## src/ccas_cfg.svh

```systemverilog
`ifndef CCAS_CFG_SVH
`define CCAS_CFG_SVH
// register byte offsets
`define CCAS_OFS_OW0     8'h00
`define CCAS_OFS_OWD     8'h04
`define CCAS_OFS_IW0     8'h08
`define CCAS_OFS_IW1     8'h0c
`define CCAS_OFS_BSEL    8'h10
// reset values
`define CCAS_OW0_RST     16'h0000
`define CCAS_OW_RST      8'h00
`define CCAS_RING_SEED   8'h01
// controller addresses and hardwired identifier
`define CCAS_STAT_ADDR   3'h1
`define CCAS_DEV_ID      5'h00
`define CCAS_SEL_ZERO    3'h0
`define CCAS_SEL_NODRV   3'h4
`define CCAS_SEL_SCAN    3'h6
// output word 0 fields
`define CCAS_OW0_SEL     8
`define CCAS_OW0_STRB    11
`define CCAS_OW0_NSFEN   12
`define CCAS_OW0_TMR     13
`define CCAS_OW0_TX_REQUEST_ENABLE   15
// output word 2 / 3 / 4 fields
`define CCAS_OW2_RTS     1
`define CCAS_OW2_ENRRQ   2
`define CCAS_OW2_ENPAR   3
`define CCAS_OW2_STOP    5
`define CCAS_OW2_SELFTST 7
`define CCAS_OW3_CLKSEL  0
`define CCAS_OW3_SYNC    5
`define CCAS_OW3_LEN0    6
`define CCAS_OW3_LEN1    7
`define CCAS_OW4_ALRT    7
// controller status byte fields
`define CCAS_ST_RRQ      0
`define CCAS_ST_THRE     1
`define CCAS_ST_NSF      2
`define CCAS_ST_FILL     3
// ring slots
`define CCAS_SLOT_ADDR1  1
`define CCAS_SLOT_DATA   2
`define CCAS_SLOT_LAST   7
// timing
`define CCAS_CLK_NS      100
`define CCAS_CHAR_NS     300
`define CCAS_TMR_MS      250
`define CCAS_NS_PER_MS   1000000
`endif

```

## src/ccas_pkg.sv

```systemverilog
package ccas_pkg;
  typedef enum logic [1:0] {CYC_IDLE, CYC_SCAN, CYC_WR, CYC_RD} ccas_cyc_t;
  typedef struct packed {
    logic [7:0] dout;
    logic       oe;
    logic       csN;
    logic       weN;
    logic       rdPulseN;
  } ccas_dab_t;
endpackage

```

## src/ccas_seq.sv

```systemverilog
// Contract
// characters of five to eight bits, length set by software.
// async: controller frames start/parity/stop; received parity checked then stripped.
// sync: only parity added on send and stripped on receive.
// parity sits just above the MSB, or replaces the MSB for eight bits.
// one, one and a half or two stop bits from output word 2 bit 5.
// two-part status scan runs continuously; strobe 1 with select 110 forces it.
// scan part one: select pulsed, status address plus zero id on bus.
// scan part two: status byte captured; request and new-status bits meaningful.
// host selects word 0, loads character, then sets strobe to zero.
// host strobe sets busy; next cycle becomes the controller access.
// write cycle: address, write enable, output word driven for 300 ns.
// busy clear resets address to status register and word select to 000.
// read cycle: select, address, read pulse, byte loaded into receive register.
// strobe 1 suppresses scan enables so error status stays valid.
// divider chain with multiplexer selects the baud clock.
// eight-bit one-hot shift ring with decoding sequences every access.
// underrun flagged from fill status, gated by request enable and length bit.
// five output words in latches, selected by word 0 bits 8-10 decoder; the code holds them in clocked flip-flops.
// drivers put inverted words on bus; word 4 never; words 0,1 share.
// software-started 250 ms timer raises an interrupt when it elapses.
// enabled interrupt conditions summarised, signalled, shown in input word 1 bit 14.
// every bit of every input word individually selectable by software.
// self-test and loopback bits pick analog loopback or remote test.
// tx request sets on holding empty with enable, RTS, CTS; clears on write or RTS drop.
// single clock domain, synchronised reset, host strobes synchronous.
`timescale 1ns/1ps
`default_nettype none
`include "ccas_cfg.svh"
module ccas_seq
  import ccas_pkg::*;
#(
  parameter int unsigned TIMER_CYCLES = `CCAS_TMR_MS * (`CCAS_NS_PER_MS / `CCAS_CLK_NS)
) (
  input  wire logic        mclk,
  input  wire logic        arst_n,
  input  wire logic        hsel,
  input  wire logic [31:0] haddr,
  input  wire logic [1:0]  htrans,
  input  wire logic        hwrite,
  input  wire logic [2:0]  hsize,
  input  wire logic [31:0] hwdata,
  input  wire logic        hready,
  output logic             hreadyout,
  output logic             hresp,
  output logic [31:0]      hrdata,
  output ccas_dab_t        dab,
  input  wire logic [7:0]  dalIn,
  input  wire logic        ctsIn,
  input  wire logic [7:0]  idSwitch,
  output logic             baudClk,
  output logic             baudClkN,
  output logic             stopBitSel,
  output logic             analogLoop,
  output logic             remoteTest,
  output logic             hostIntN
);
  localparam int WR_CYC = (`CCAS_CHAR_NS + `CCAS_CLK_NS - 1) / `CCAS_CLK_NS;
  localparam int CAP_SLOT = `CCAS_SLOT_DATA + WR_CYC;
  localparam int TW = $clog2(TIMER_CYCLES + 1);

  if (CAP_SLOT >= `CCAS_SLOT_LAST) begin : g_chk_wr
    $error("character cycle does not fit the ring");
  end
  if (TIMER_CYCLES < 2) begin : g_chk_tmr
    $error("timer interval too short");
  end

  function automatic logic [7:0] selDecode(input logic [2:0] s);
    selDecode = 8'h01 << s;
  endfunction

  // mask keeps the low data bits; parity slot cleared as well
  function automatic logic [7:0] rxStrip(input logic [7:0] d, input logic [1:0] len,
                                         input logic par);
    logic [7:0] m;
    m = 8'hff >> (2'h3 - len);
    if (par) begin
      m[(len == 2'h3) ? 3'h7 : (3'h5 + 3'(len))] = 1'b0;
    end
    rxStrip = d & m;
  endfunction

  logic rstMetaQ, rstN;
  always_ff @(posedge mclk or negedge arst_n) begin
    if (!arst_n) begin
      rstMetaQ <= 1'b0;
      rstN     <= 1'b0;
    end else begin
      rstMetaQ <= 1'b1;
      rstN     <= rstMetaQ;
    end
  end

  // bus slave: zero-wait writes, one wait state on reads
  logic       dpWrQ, dpRdQ, rdDoneQ;
  logic [7:0] dpAddrQ;
  logic       addrPh;
  assign addrPh    = hsel & htrans[1] & hready;
  assign hreadyout = !(dpRdQ & !rdDoneQ);
  assign hresp     = 1'b0;

  always_ff @(posedge mclk or negedge rstN) begin
    if (!rstN) begin
      dpWrQ   <= 1'b0;
      dpRdQ   <= 1'b0;
      rdDoneQ <= 1'b0;
      dpAddrQ <= 8'h00;
    end else begin
      if (hreadyout) begin
        dpWrQ   <= addrPh & hwrite;
        dpRdQ   <= addrPh & !hwrite;
        dpAddrQ <= haddr[7:0];
      end
      rdDoneQ <= dpRdQ & !rdDoneQ;
    end
  end

  logic        wrOw0, wrOwd, wrBsel, rdIw0Done;
  assign wrOw0     = dpWrQ && dpAddrQ == `CCAS_OFS_OW0;
  assign wrOwd     = dpWrQ && dpAddrQ == `CCAS_OFS_OWD;
  assign wrBsel    = dpWrQ && dpAddrQ == `CCAS_OFS_BSEL;
  assign rdIw0Done = dpRdQ && rdDoneQ && dpAddrQ == `CCAS_OFS_IW0;

  // output words and sequencer state
  logic [15:0] ow0Q;
  logic [7:0]  owQ [1:4];
  logic [7:0]  ringQ;
  ccas_cyc_t   cycQ;
  logic        busyQ, cmdReadQ;
  logic [2:0]  addrQ;
  logic [2:0]  sel;
  logic        strobe, cmdEnd, scanEn, strobeRef, newStrobe;
  logic [2:0]  newSel;
  logic [7:0]  owEn;

  assign sel       = ow0Q[`CCAS_OW0_SEL +: 3];
  assign strobe    = ow0Q[`CCAS_OW0_STRB];
  assign newSel    = hwdata[`CCAS_OW0_SEL +: 3];
  assign newStrobe = hwdata[`CCAS_OW0_STRB];
  assign owEn      = selDecode(sel);
  assign cmdEnd    = ringQ[`CCAS_SLOT_LAST] & (cycQ == CYC_WR || cycQ == CYC_RD);
  // word 4 and the scan-force code never start a controller access
  assign strobeRef = wrOw0 && newSel != `CCAS_SEL_NODRV && newSel != `CCAS_SEL_SCAN;
  assign scanEn    = !strobe || sel == `CCAS_SEL_SCAN;

  always_ff @(posedge mclk or negedge rstN) begin
    if (!rstN) begin
      ow0Q <= `CCAS_OW0_RST;
    end else if (wrOw0) begin
      ow0Q <= hwdata[15:0];
    end else begin
      // character load and busy clear touch separate fields, so both may land
      if (wrOwd && owEn[`CCAS_SEL_ZERO]) begin
        ow0Q[7:0] <= hwdata[7:0];
      end
      if (cmdEnd) begin
        ow0Q[`CCAS_OW0_SEL +: 3] <= `CCAS_SEL_ZERO;
      end
    end
  end

  always_ff @(posedge mclk or negedge rstN) begin
    if (!rstN) begin
      for (int i = 1; i <= 4; i++) begin
        owQ[i] <= `CCAS_OW_RST;
      end
    end else begin
      for (int i = 1; i <= 4; i++) begin
        if (wrOwd && owEn[i]) begin
          owQ[i] <= hwdata[7:0];
        end
      end
    end
  end

  always_ff @(posedge mclk or negedge rstN) begin
    if (!rstN) begin
      ringQ <= `CCAS_RING_SEED;
    end else begin
      ringQ <= {ringQ[6:0], ringQ[7]};
    end
  end

  always_ff @(posedge mclk or negedge rstN) begin
    if (!rstN) begin
      busyQ    <= 1'b0;
      cmdReadQ <= 1'b0;
    end else if (strobeRef) begin
      busyQ    <= 1'b1;
      cmdReadQ <= newStrobe;
    end else if (cmdEnd) begin
      busyQ <= 1'b0;
    end
  end

  always_ff @(posedge mclk or negedge rstN) begin
    if (!rstN) begin
      cycQ  <= CYC_IDLE;
      addrQ <= `CCAS_STAT_ADDR;
    end else if (ringQ[`CCAS_SLOT_LAST]) begin
      if (busyQ && !cmdEnd) begin
        cycQ  <= cmdReadQ ? CYC_RD : CYC_WR;
        addrQ <= sel;
      end else begin
        cycQ  <= scanEn ? CYC_SCAN : CYC_IDLE;
        addrQ <= `CCAS_STAT_ADDR;
      end
    end
  end

  // device bus strobes, registered from the ring decode
  logic       inAddr, inData, inCs, active;
  logic [7:0] wrWord;
  assign active = cycQ != CYC_IDLE;
  assign inAddr = |ringQ[`CCAS_SLOT_ADDR1:0];
  assign inData = |ringQ[`CCAS_SLOT_DATA +: WR_CYC];
  assign inCs   = |ringQ[CAP_SLOT:0];

  always_comb begin
    case (addrQ)
      3'h0, 3'h1: wrWord = (addrQ == 3'h0) ? ow0Q[7:0] : owQ[1];
      3'h2:       wrWord = owQ[2];
      3'h3:       wrWord = owQ[3];
      default:    wrWord = 8'h00;
    endcase
  end

  always_ff @(posedge mclk or negedge rstN) begin
    if (!rstN) begin
      dab <= '{dout: 8'h00, oe: 1'b0, csN: 1'b1, weN: 1'b1, rdPulseN: 1'b1};
    end else begin
      dab.csN      <= !(active & inCs);
      dab.oe       <= active & (inAddr | (inData & cycQ == CYC_WR));
      dab.weN      <= !(inData & cycQ == CYC_WR);
      dab.rdPulseN <= !(inData & (cycQ == CYC_SCAN || cycQ == CYC_RD));
      if (inAddr) begin
        dab.dout <= {`CCAS_DEV_ID, addrQ};
      end else if (inData && cycQ == CYC_WR) begin
        dab.dout <= ~wrWord;
      end
    end
  end

  // capture in the last slot of the registered read pulse, at the edge that ends it
  logic       statusLoadClkN, dataLoadClkN;
  logic [7:0] statQ, rxDataQ;
  assign statusLoadClkN = !(ringQ[CAP_SLOT] && cycQ == CYC_SCAN);
  assign dataLoadClkN   = !(ringQ[CAP_SLOT] && cycQ == CYC_RD);

  always_ff @(posedge mclk or negedge rstN) begin
    if (!rstN) begin
      statQ   <= 8'h00;
      rxDataQ <= 8'h00;
    end else begin
      if (!statusLoadClkN) begin
        statQ <= dalIn;
      end
      if (!dataLoadClkN) begin
        rxDataQ <= dalIn;
      end
    end
  end

  // flags: set wins over clear
  logic rrqQ, wrqQ, nsfQ, underrunQ, timexQ, tmrRunQ, intrSum, charWrite, rts;
  logic [TW-1:0] tmrCntQ;
  logic txRequestEnable, charLenBit1;
  assign txRequestEnable = ow0Q[`CCAS_OW0_TX_REQUEST_ENABLE];
  assign charLenBit1     = owQ[3][`CCAS_OW3_LEN1];
  assign rts             = owQ[2][`CCAS_OW2_RTS];
  assign charWrite       = cmdEnd && cycQ == CYC_WR && addrQ == `CCAS_SEL_ZERO;

  always_ff @(posedge mclk or negedge rstN) begin
    if (!rstN) begin
      rrqQ      <= 1'b0;
      wrqQ      <= 1'b0;
      nsfQ      <= 1'b0;
      underrunQ <= 1'b0;
    end else begin
      if (!statusLoadClkN && dalIn[`CCAS_ST_RRQ] && owQ[2][`CCAS_OW2_ENRRQ]) begin
        rrqQ <= 1'b1;
      end else if (rdIw0Done) begin
        rrqQ <= 1'b0;
      end
      if (!statusLoadClkN && dalIn[`CCAS_ST_THRE] && txRequestEnable && rts && ctsIn) begin
        wrqQ <= 1'b1;
      end else if (charWrite || !rts) begin
        wrqQ <= 1'b0;
      end
      if (!statusLoadClkN && dalIn[`CCAS_ST_NSF] && ow0Q[`CCAS_OW0_NSFEN]) begin
        nsfQ <= 1'b1;
      end else if (!ow0Q[`CCAS_OW0_NSFEN]) begin
        nsfQ <= 1'b0;
      end
      if (!statusLoadClkN && dalIn[`CCAS_ST_FILL] && txRequestEnable && charLenBit1) begin
        underrunQ <= 1'b1;
      end else if (!txRequestEnable) begin
        underrunQ <= 1'b0;
      end
    end
  end

  // a 0 to 1 write of the timer bit restarts, a 0 stops and clears
  always_ff @(posedge mclk or negedge rstN) begin
    if (!rstN) begin
      tmrRunQ <= 1'b0;
      timexQ  <= 1'b0;
      tmrCntQ <= '0;
    end else if (wrOw0 && hwdata[`CCAS_OW0_TMR] && !ow0Q[`CCAS_OW0_TMR]) begin
      tmrRunQ <= 1'b1;
      timexQ  <= 1'b0;
      tmrCntQ <= TW'(TIMER_CYCLES - 1);
    end else if (wrOw0 && !hwdata[`CCAS_OW0_TMR]) begin
      tmrRunQ <= 1'b0;
      timexQ  <= tmrRunQ && tmrCntQ == '0; // expiry in the same cycle still sets
    end else if (tmrRunQ) begin
      if (tmrCntQ == '0) begin
        tmrRunQ <= 1'b0;
        timexQ  <= 1'b1;
      end else begin
        tmrCntQ <= tmrCntQ - 1'b1;
      end
    end
  end

  assign intrSum = rrqQ | wrqQ | timexQ | nsfQ;
  always_ff @(posedge mclk or negedge rstN) begin
    if (!rstN) begin
      hostIntN <= 1'b1;
    end else begin
      hostIntN <= !intrSum;
    end
  end

  // baud divider: clock select field picks one stage of the chain
  logic [15:0] baudCntQ;
  always_ff @(posedge mclk or negedge rstN) begin
    if (!rstN) begin
      baudCntQ <= 16'h0000;
      baudClk  <= 1'b0;
      baudClkN <= 1'b1;
    end else begin
      baudCntQ <= baudCntQ + 16'h0001;
      baudClk  <= baudCntQ[owQ[3][`CCAS_OW3_CLKSEL +: 3]];
      baudClkN <= !baudCntQ[owQ[3][`CCAS_OW3_CLKSEL +: 3]];
    end
  end

  always_ff @(posedge mclk or negedge rstN) begin
    if (!rstN) begin
      stopBitSel <= 1'b0;
      analogLoop <= 1'b0;
      remoteTest <= 1'b0;
    end else begin
      stopBitSel <= owQ[2][`CCAS_OW2_STOP];
      analogLoop <= !owQ[2][`CCAS_OW2_SELFTST] & owQ[4][`CCAS_OW4_ALRT];
      remoteTest <= owQ[2][`CCAS_OW2_SELFTST] & owQ[4][`CCAS_OW4_ALRT];
    end
  end

  // input words and bit-level selection
  logic [7:0]  rxChar;
  logic [15:0] iw [0:4];
  logic [6:0]  bselQ;
  // length code is LEN0:LEN1; parity stripped in sync mode too
  assign rxChar = rxStrip(rxDataQ, {owQ[3][`CCAS_OW3_LEN0], owQ[3][`CCAS_OW3_LEN1]},
                          owQ[2][`CCAS_OW2_ENPAR]);
  assign iw[0] = {statQ, rxChar};
  assign iw[1] = {wrqQ, intrSum, timexQ, nsfQ, busyQ, underrunQ, owQ[3][`CCAS_OW3_SYNC],
                  rrqQ, 6'h00, ctsIn, 1'b0};
  assign iw[2] = {8'h00, ~owQ[2][7], owQ[2][6:0]};
  assign iw[3] = {8'h00, owQ[3]};
  assign iw[4] = {8'h00, idSwitch};

  always_ff @(posedge mclk or negedge rstN) begin
    if (!rstN) begin
      bselQ <= 7'h00;
    end else if (wrBsel) begin
      bselQ <= hwdata[6:0];
    end
  end

  always_ff @(posedge mclk or negedge rstN) begin
    if (!rstN) begin
      hrdata <= 32'h0000_0000;
    end else if (dpRdQ && !rdDoneQ) begin
      case (dpAddrQ)
        `CCAS_OFS_OW0:  hrdata <= {16'h0000, ow0Q};
        `CCAS_OFS_IW0:  hrdata <= {16'h0000, iw[0]};
        `CCAS_OFS_IW1:  hrdata <= {16'h0000, iw[1]};
        `CCAS_OFS_BSEL: hrdata <= {31'h0, (bselQ[6:4] <= 3'h4) &&
                                          iw[bselQ[6:4]][bselQ[3:0]]};
        default:        hrdata <= 32'h0000_0000;
      endcase
    end
  end

  logic [3:0] weLowCnt;
  always_ff @(posedge mclk or negedge rstN) begin
    if (!rstN) begin
      weLowCnt <= 4'h0;
    end else begin
      weLowCnt <= dab.weN ? 4'h0 : weLowCnt + 4'h1;
    end
  end
endmodule
`default_nettype wire

```

## config.mk

```make
export PLATFORM = sky130hd
export DESIGN_NAME = ccas_seq
export DESIGN_NICKNAME = d
export VERILOG_FILES = /design/src/ccas_pkg.sv /design/src/ccas_seq.sv
export VERILOG_INCLUDE_DIRS = /design/src
export SDC_FILE = /design/constraint.sdc
export NUM_CORES = 1
export LEC_CHECK = 0
export BUFFER_PORTS_ARGS = -buffer_cell sky130_fd_sc_hd__clkbuf_2
export CAP_MARGIN = 20
export CELL_PAD_IN_SITES_DETAIL_PLACEMENT = 1
export CELL_PAD_IN_SITES_GLOBAL_PLACEMENT = 1
export CORE_MARGIN = 5
export CORE_UTILIZATION = 47
export DETAILED_ROUTE_END_ITERATION = 8
export PLACE_DENSITY_LB_ADDON = 0.12
export SYNTH_ARGS = -nofsm -noshare
export SYNTH_HDL_FRONTEND = slang
export SYNTH_SLANG_ARGS = --single-unit
```

## constraint.sdc

```tcl
create_clock -name mclk -period 14.9 [get_ports mclk]
set_input_delay 1.49 -clock mclk [delete_from_list [all_inputs] [get_ports mclk]]
set_output_delay 1.49 -clock mclk [all_outputs]
set_load 0.1 [all_outputs]
```

After elaboration in Yosys (flattened, before gate mapping)
Index checks and enable logic that the tools add are counted.

Bits in registers: 193. Input port bits: 91. Output and inout bits: 52.

Add/sub/neg operators: 4. Order comparisons: 6. Eq/ne operators: 18. Shifts and indexed selects: 2. Muxes and demuxes: 45. Bitwise gates (word level): 22. Reduce and logical (&&, ||, !) cells: 73.

Operators by type and width (count): $mux 22 (4); $pmux 16 s4 (1); $bmux 16 s3 (1); $mux 8 (5); $logic_and 1x1->1 (36); $mux 16 (2); $pmux 8 s3 (1); $mux 1 (23); $logic_not 22->1 (1); $sub 22x1->22 const B (1); $add 16x1->16 const B (1); $and 8x8->8 (2); $eq 8x4->1 const B (2); $not 8->8 (2); $reduce_bool 2->1 (8); $logic_not 1->1 (14); $and 1x1->1 (12); $mux 11 (1); $mux 3 (3); $eq 8x3->1 const B (1); $eq 8x5->1 const B (1); $logic_not 8->1 (1); $shr 8x2->8 const A (1); $eq 2x2->1 const B (3); 31 further kinds (43).

Logic depth before layout (Yosys ltp)
Word-level depth: 17. Mapped depth: 8.

Worst setup path before layout
Ideal clock, no wire load.

Path type: reg2out. Start: register dpRdQ. End: output hreadyout. Data arrival time: 1694 ps. Slack: 11716 ps. Stages on the path, launching flop included: 4. Path buffers: 2. Cell sequence: dfrtp_1 > nand2b_1 > clkbuf_1 > buf_1.

Cells in the longest elaborated chain, start to end: 2.

RTL lines: from (decl) (line ccas_seq.sv:96) `logic dpWrQ, dpRdQ, rdDoneQ;`; from (signal assigned) (line ccas_seq.sv:112) `dpRdQ <= addrPh & !hwrite;`; $and 1x1->1 (line ccas_seq.sv:100) `assign hreadyout = !(dpRdQ & !rdDoneQ);`; $logic_not 1->1 (line ccas_seq.sv:100); to (decl) (line ccas_seq.sv:44) `output logic hreadyout,`.

Every way passes these cells.

Worst setup path after layout
Start: input hwdata[13]. End: register tmrCntQ[18].

Cells in the longest elaborated chain, start to end: 4.

RTL lines: from (decl) (line ccas_seq.sv:42) `input wire logic [31:0] hwdata,`; $logic_and 1x1->1 or $logic_not 1->1 (tied branches) (line ccas_seq.sv:310, ccas_seq.sv:314); $logic_and 1x1->1, on equally long branches (line ccas_seq.sv:310, ccas_seq.sv:314); $ne 2x2->1 (no source line) or $reduce_bool 2->1 (tied branches); $reduce_and 3->1 (no source line); to (signal assigned) (line ccas_seq.sv:313) `tmrCntQ <= TW'(TIMER_CYCLES - 1);`; to (signal assigned) (line ccas_seq.sv:322) `tmrCntQ <= tmrCntQ - 1'b1;`; to (decl) (line ccas_seq.sv:267) `logic [TW-1:0] tmrCntQ;`.

Several ways; a longest one is shown, not always the timed one. A chain may end at the register's enable or synchronous reset.

==> impl_metrics.csv <==
group,metric,value,unit
timing,setup_viol,0,
floorplanning,boundaryPins,143,
cells_and_area,fin_cells,1015,
synth,synth_edf_count,0,
cells_and_area,areaGrowthSynthToFinish,14.08,%
floorplanning,die_area,19320,sq um
timing,final-hold-violation-count,0,
synth,synth.yosys.warnings,0,
clock_tree,cts-root-buf,"clkbuf_16",
synth,synth_async_sr_flop_share,100.0,%
grt,antenna_found_initial,0,
clock_tree,cts_hold_buf,0,
timing,fin_crit,3.097,ns
worst_setup_path,rr_startpoint,"tmrCntQ[8]",
timing,setup_slack,11.80,ns
clock_tree,htreeDepth,4,
worst_setup_path,path_class,"primary input to flip-flop",
grt,grt_pass1_vias,6462,
detailed_routing,viasPerCell,5.911,
detailed_routing,dr_total_vias,6000,
clock_tree,clk_latency,0.42,ns
detailed_routing,drt_iter0_drc,423,
timing,rsz0062_at_grt,"false",
worst_setup_path,critPathMaxStageDelay,0.52,ns
worst_setup_path,start_kind,"primary input",
synth,ys_seq_area_share,51.95,%
detailed_routing,wl,21910,um
synth,synth.distinct_cells,73,
place,dp_cells,982,
clock_tree,post_cts_buffers,0,
clock_tree,cts.sinks,162,
floorplanning,die_height,139.0,um
timing,max_freq,322.9,MHz
detailed_routing,antenna_left,0,
synth,synth-main-ff-cell,"dfrtp_1",
timing,finalClockSkew,0.006246,ns
timing,max_slew_margin,34.35,%
pwr,power.leakage,0.004023,uW
min_path,hold_path.class,"flip-flop to asynchronous set/reset pin",
floorplanning,die_w,139.0,um
worst_setup_path,critPathMaxFanout,13,
clock_tree,clk_pin_slew,0.07,ns
detailed_routing,wl_per_cell,21.58,um
synth,netlist_area,7820,sq um
cells_and_area,regArea,4066,sq um
floorplanning,core,16470,sq um
synth,synthCells,713,
worst_setup_path,critPathBufInv,2,
pwr,power.density,130.5,nW/um^2
clock_tree,tritoncts,"done",
grt,grt_pass1_wl,35760,um
clock_tree,cts_resized,0,
detailed_routing,drt_first_pass_iters,5,
synth,syn_avg_cell_area,10.97,sq um
worst_setup_path,cp_top_family,"simple AND/OR/NAND/NOR gates",
cells_and_area,finalNetCount,875,
place,hpwl,15940,um
pwr,irDropWorstVdd,68.43,uV
worst_setup_path,slowest_stage,"o211ai_1",
timing,slew_violations,0,
synth,ys_ff_latch,162,
cells_and_area,fillers,1788,
place,globalplace.congestion,0.8769,
grt,grt_max_degree,76,
worst_setup_path,reg2regPathDepth,6,
detailed_routing,drc_errors,0,
worst_setup_path,required,15.19,ns
timing,hold_slack,0.2679,ns
clock_tree,clockBufferDepth,2,
cells_and_area,antenna-diode-count,0,
cells_and_area,layout-drive-gt1-share,26.54,%
place,io_buffers,81,
place,pre_cts_ws,11.45,ns
grt,globalRouteOverflowTotal,0,
floorplanning,initial_core_util,47.49,%
worst_setup_path,path_cells,"clkbuf_2 -> nor4b_1 -> nand4_1 -> o211ai_1 -> buf_4 -> or4_1 -> nand3_1",
floorplanning,num_rows,47,
cells_and_area,multi_input_area,3463,sq um
timing,worstMarginPinSlew,0.9848,ns
worst_setup_path,r2r-end,"tmrCntQ[18]",
timing,tns,0,ns
worst_setup_path,cp-end-kind,"flip-flop",
run_status,status,"finished clean",
clock_tree,cts_buffers,17,
worst_setup_path,r2r_setup_slack,12.08,ns
grt,track_usage,23.19,%
job,maxCapViolCount,0,
worst_setup_path,cp.arrival,3.39,ns
timing,post-route-period-util,20.79,%
flip-flops by register name, summed over array words and instances (netlist names), 2 cells and up:
register / cells
cycQ: 2
rxDataQ: 8
ringQ: 8
dab: 12
statQ: 8
hrdata: 16
iw: 14
bselQ: 7
ow0Q: 16
owQ: 10
dpAddrQ: 8
addrQ: 3
baudCntQ: 8
tmrCntQ: 22
logic make-up after synthesis:
kind of cell / count (synthesis) / share of synthesized area, %
DFF: 162 / 51.95
adders and majority gates: 2 / 0.3199
muxes: 84 / 13.97
and+or+nand+nor: 250 / 16.59
xor gates and xnor gates: 9 / 1.008
buffers and inverters: 74 / 4.528
AOI/OAI and AO/OA: 130 / 11.54
other: 2 / 0.09604
metrics by stage:
step / total power [uW] / util, % / cell area, sq um
global route: 1217 / 54.18 / 8921
finish: 1164 / 54.18 / 8921
floorplan: 673.2 / - / 7880
global placement: 718.6 / 50.55 / 8323
detailed placement: 729.4 / 50.55 / 8323
CTS: 1171 / 54.15 / 8916
per-layer routing:
layer	part of all wire, %	vias to the layer above	GRT usage (%)
met5	0	-	0
met4	2.1	0	7.055
met3	3.9	32	4.138
met2	49	157	38.02
met1	45	3117	31.69
li1	-	2694	-
cells in the mapped netlist, drive strengths merged, types with 10 or more instances:
master / n / share of area (%)
dfrtp: 155 / 50
inv: 22 / 1.1
nand2: 109 / 5.3
o21ai: 32 / 2.0
o22ai: 10 / 0.80
mux4: 14 / 4.0
a21oi: 22 / 1.5
a22o: 11 / 1.2
buf: 26 / 2.2
or4: 11 / 1.1
or3: 12 / 0.96
mux2: 61 / 8.8
nor2: 25 / 1.2
nand3: 23 / 1.5
clkbuf: 26 / 1.2
worst max path at each step:
stage	from	end	slack (ns)	cells after the start
after floorplan	rstN	addrQ[1]	10.06	0
after global placement	hwdata[13]	tmrCntQ[18]	11.54	7
after detailed placement	hwdata[13]	tmrCntQ[18]	11.45	7
after CTS	hwdata[13]	tmrCntQ[17]	11.84	7
after global routing	hwdata[13]	tmrCntQ[5]	11.61	7
final	hwdata[13]	tmrCntQ[18]	11.80	7
area by class of cell:
class	count	share of cell area [%]
sequential	162	45.58
multi-input combinational	493	38.82
timing repair buffer	86	4.937
clock buffer	18	4.923
tap	220	3.086
clock inverter	14	1.725
inverter	22	0.9257
report_power, final:
part / switching [uW] / internal (uW)
combinational: 127 / 58.8
clock: 188 / 253
sequential: 61.7 / 476
placed cells by master, fill, tap and decap left out, drive strengths merged, types with 8 or more instances in the layout:
master / Yosys / final
or4: 11 / 11
nand2: 109 / 109
o22ai: 10 / 10
inv: 22 / 25
a21oi: 22 / 22
dfrtp: 155 / 155
nor2b: 8 / 8
a22o: 11 / 11
mux2i: 9 / 9
nor2: 25 / 25
clkbuf: 26 / 100
or3: 12 / 12
conb: 2 / 18
nand4: 9 / 9
mux4: 14 / 14
a22oi: 8 / 8
nand3: 23 / 23
o21ai: 32 / 32
mux2: 61 / 61
No activity file was read; power rests on OpenSTA's default activity.
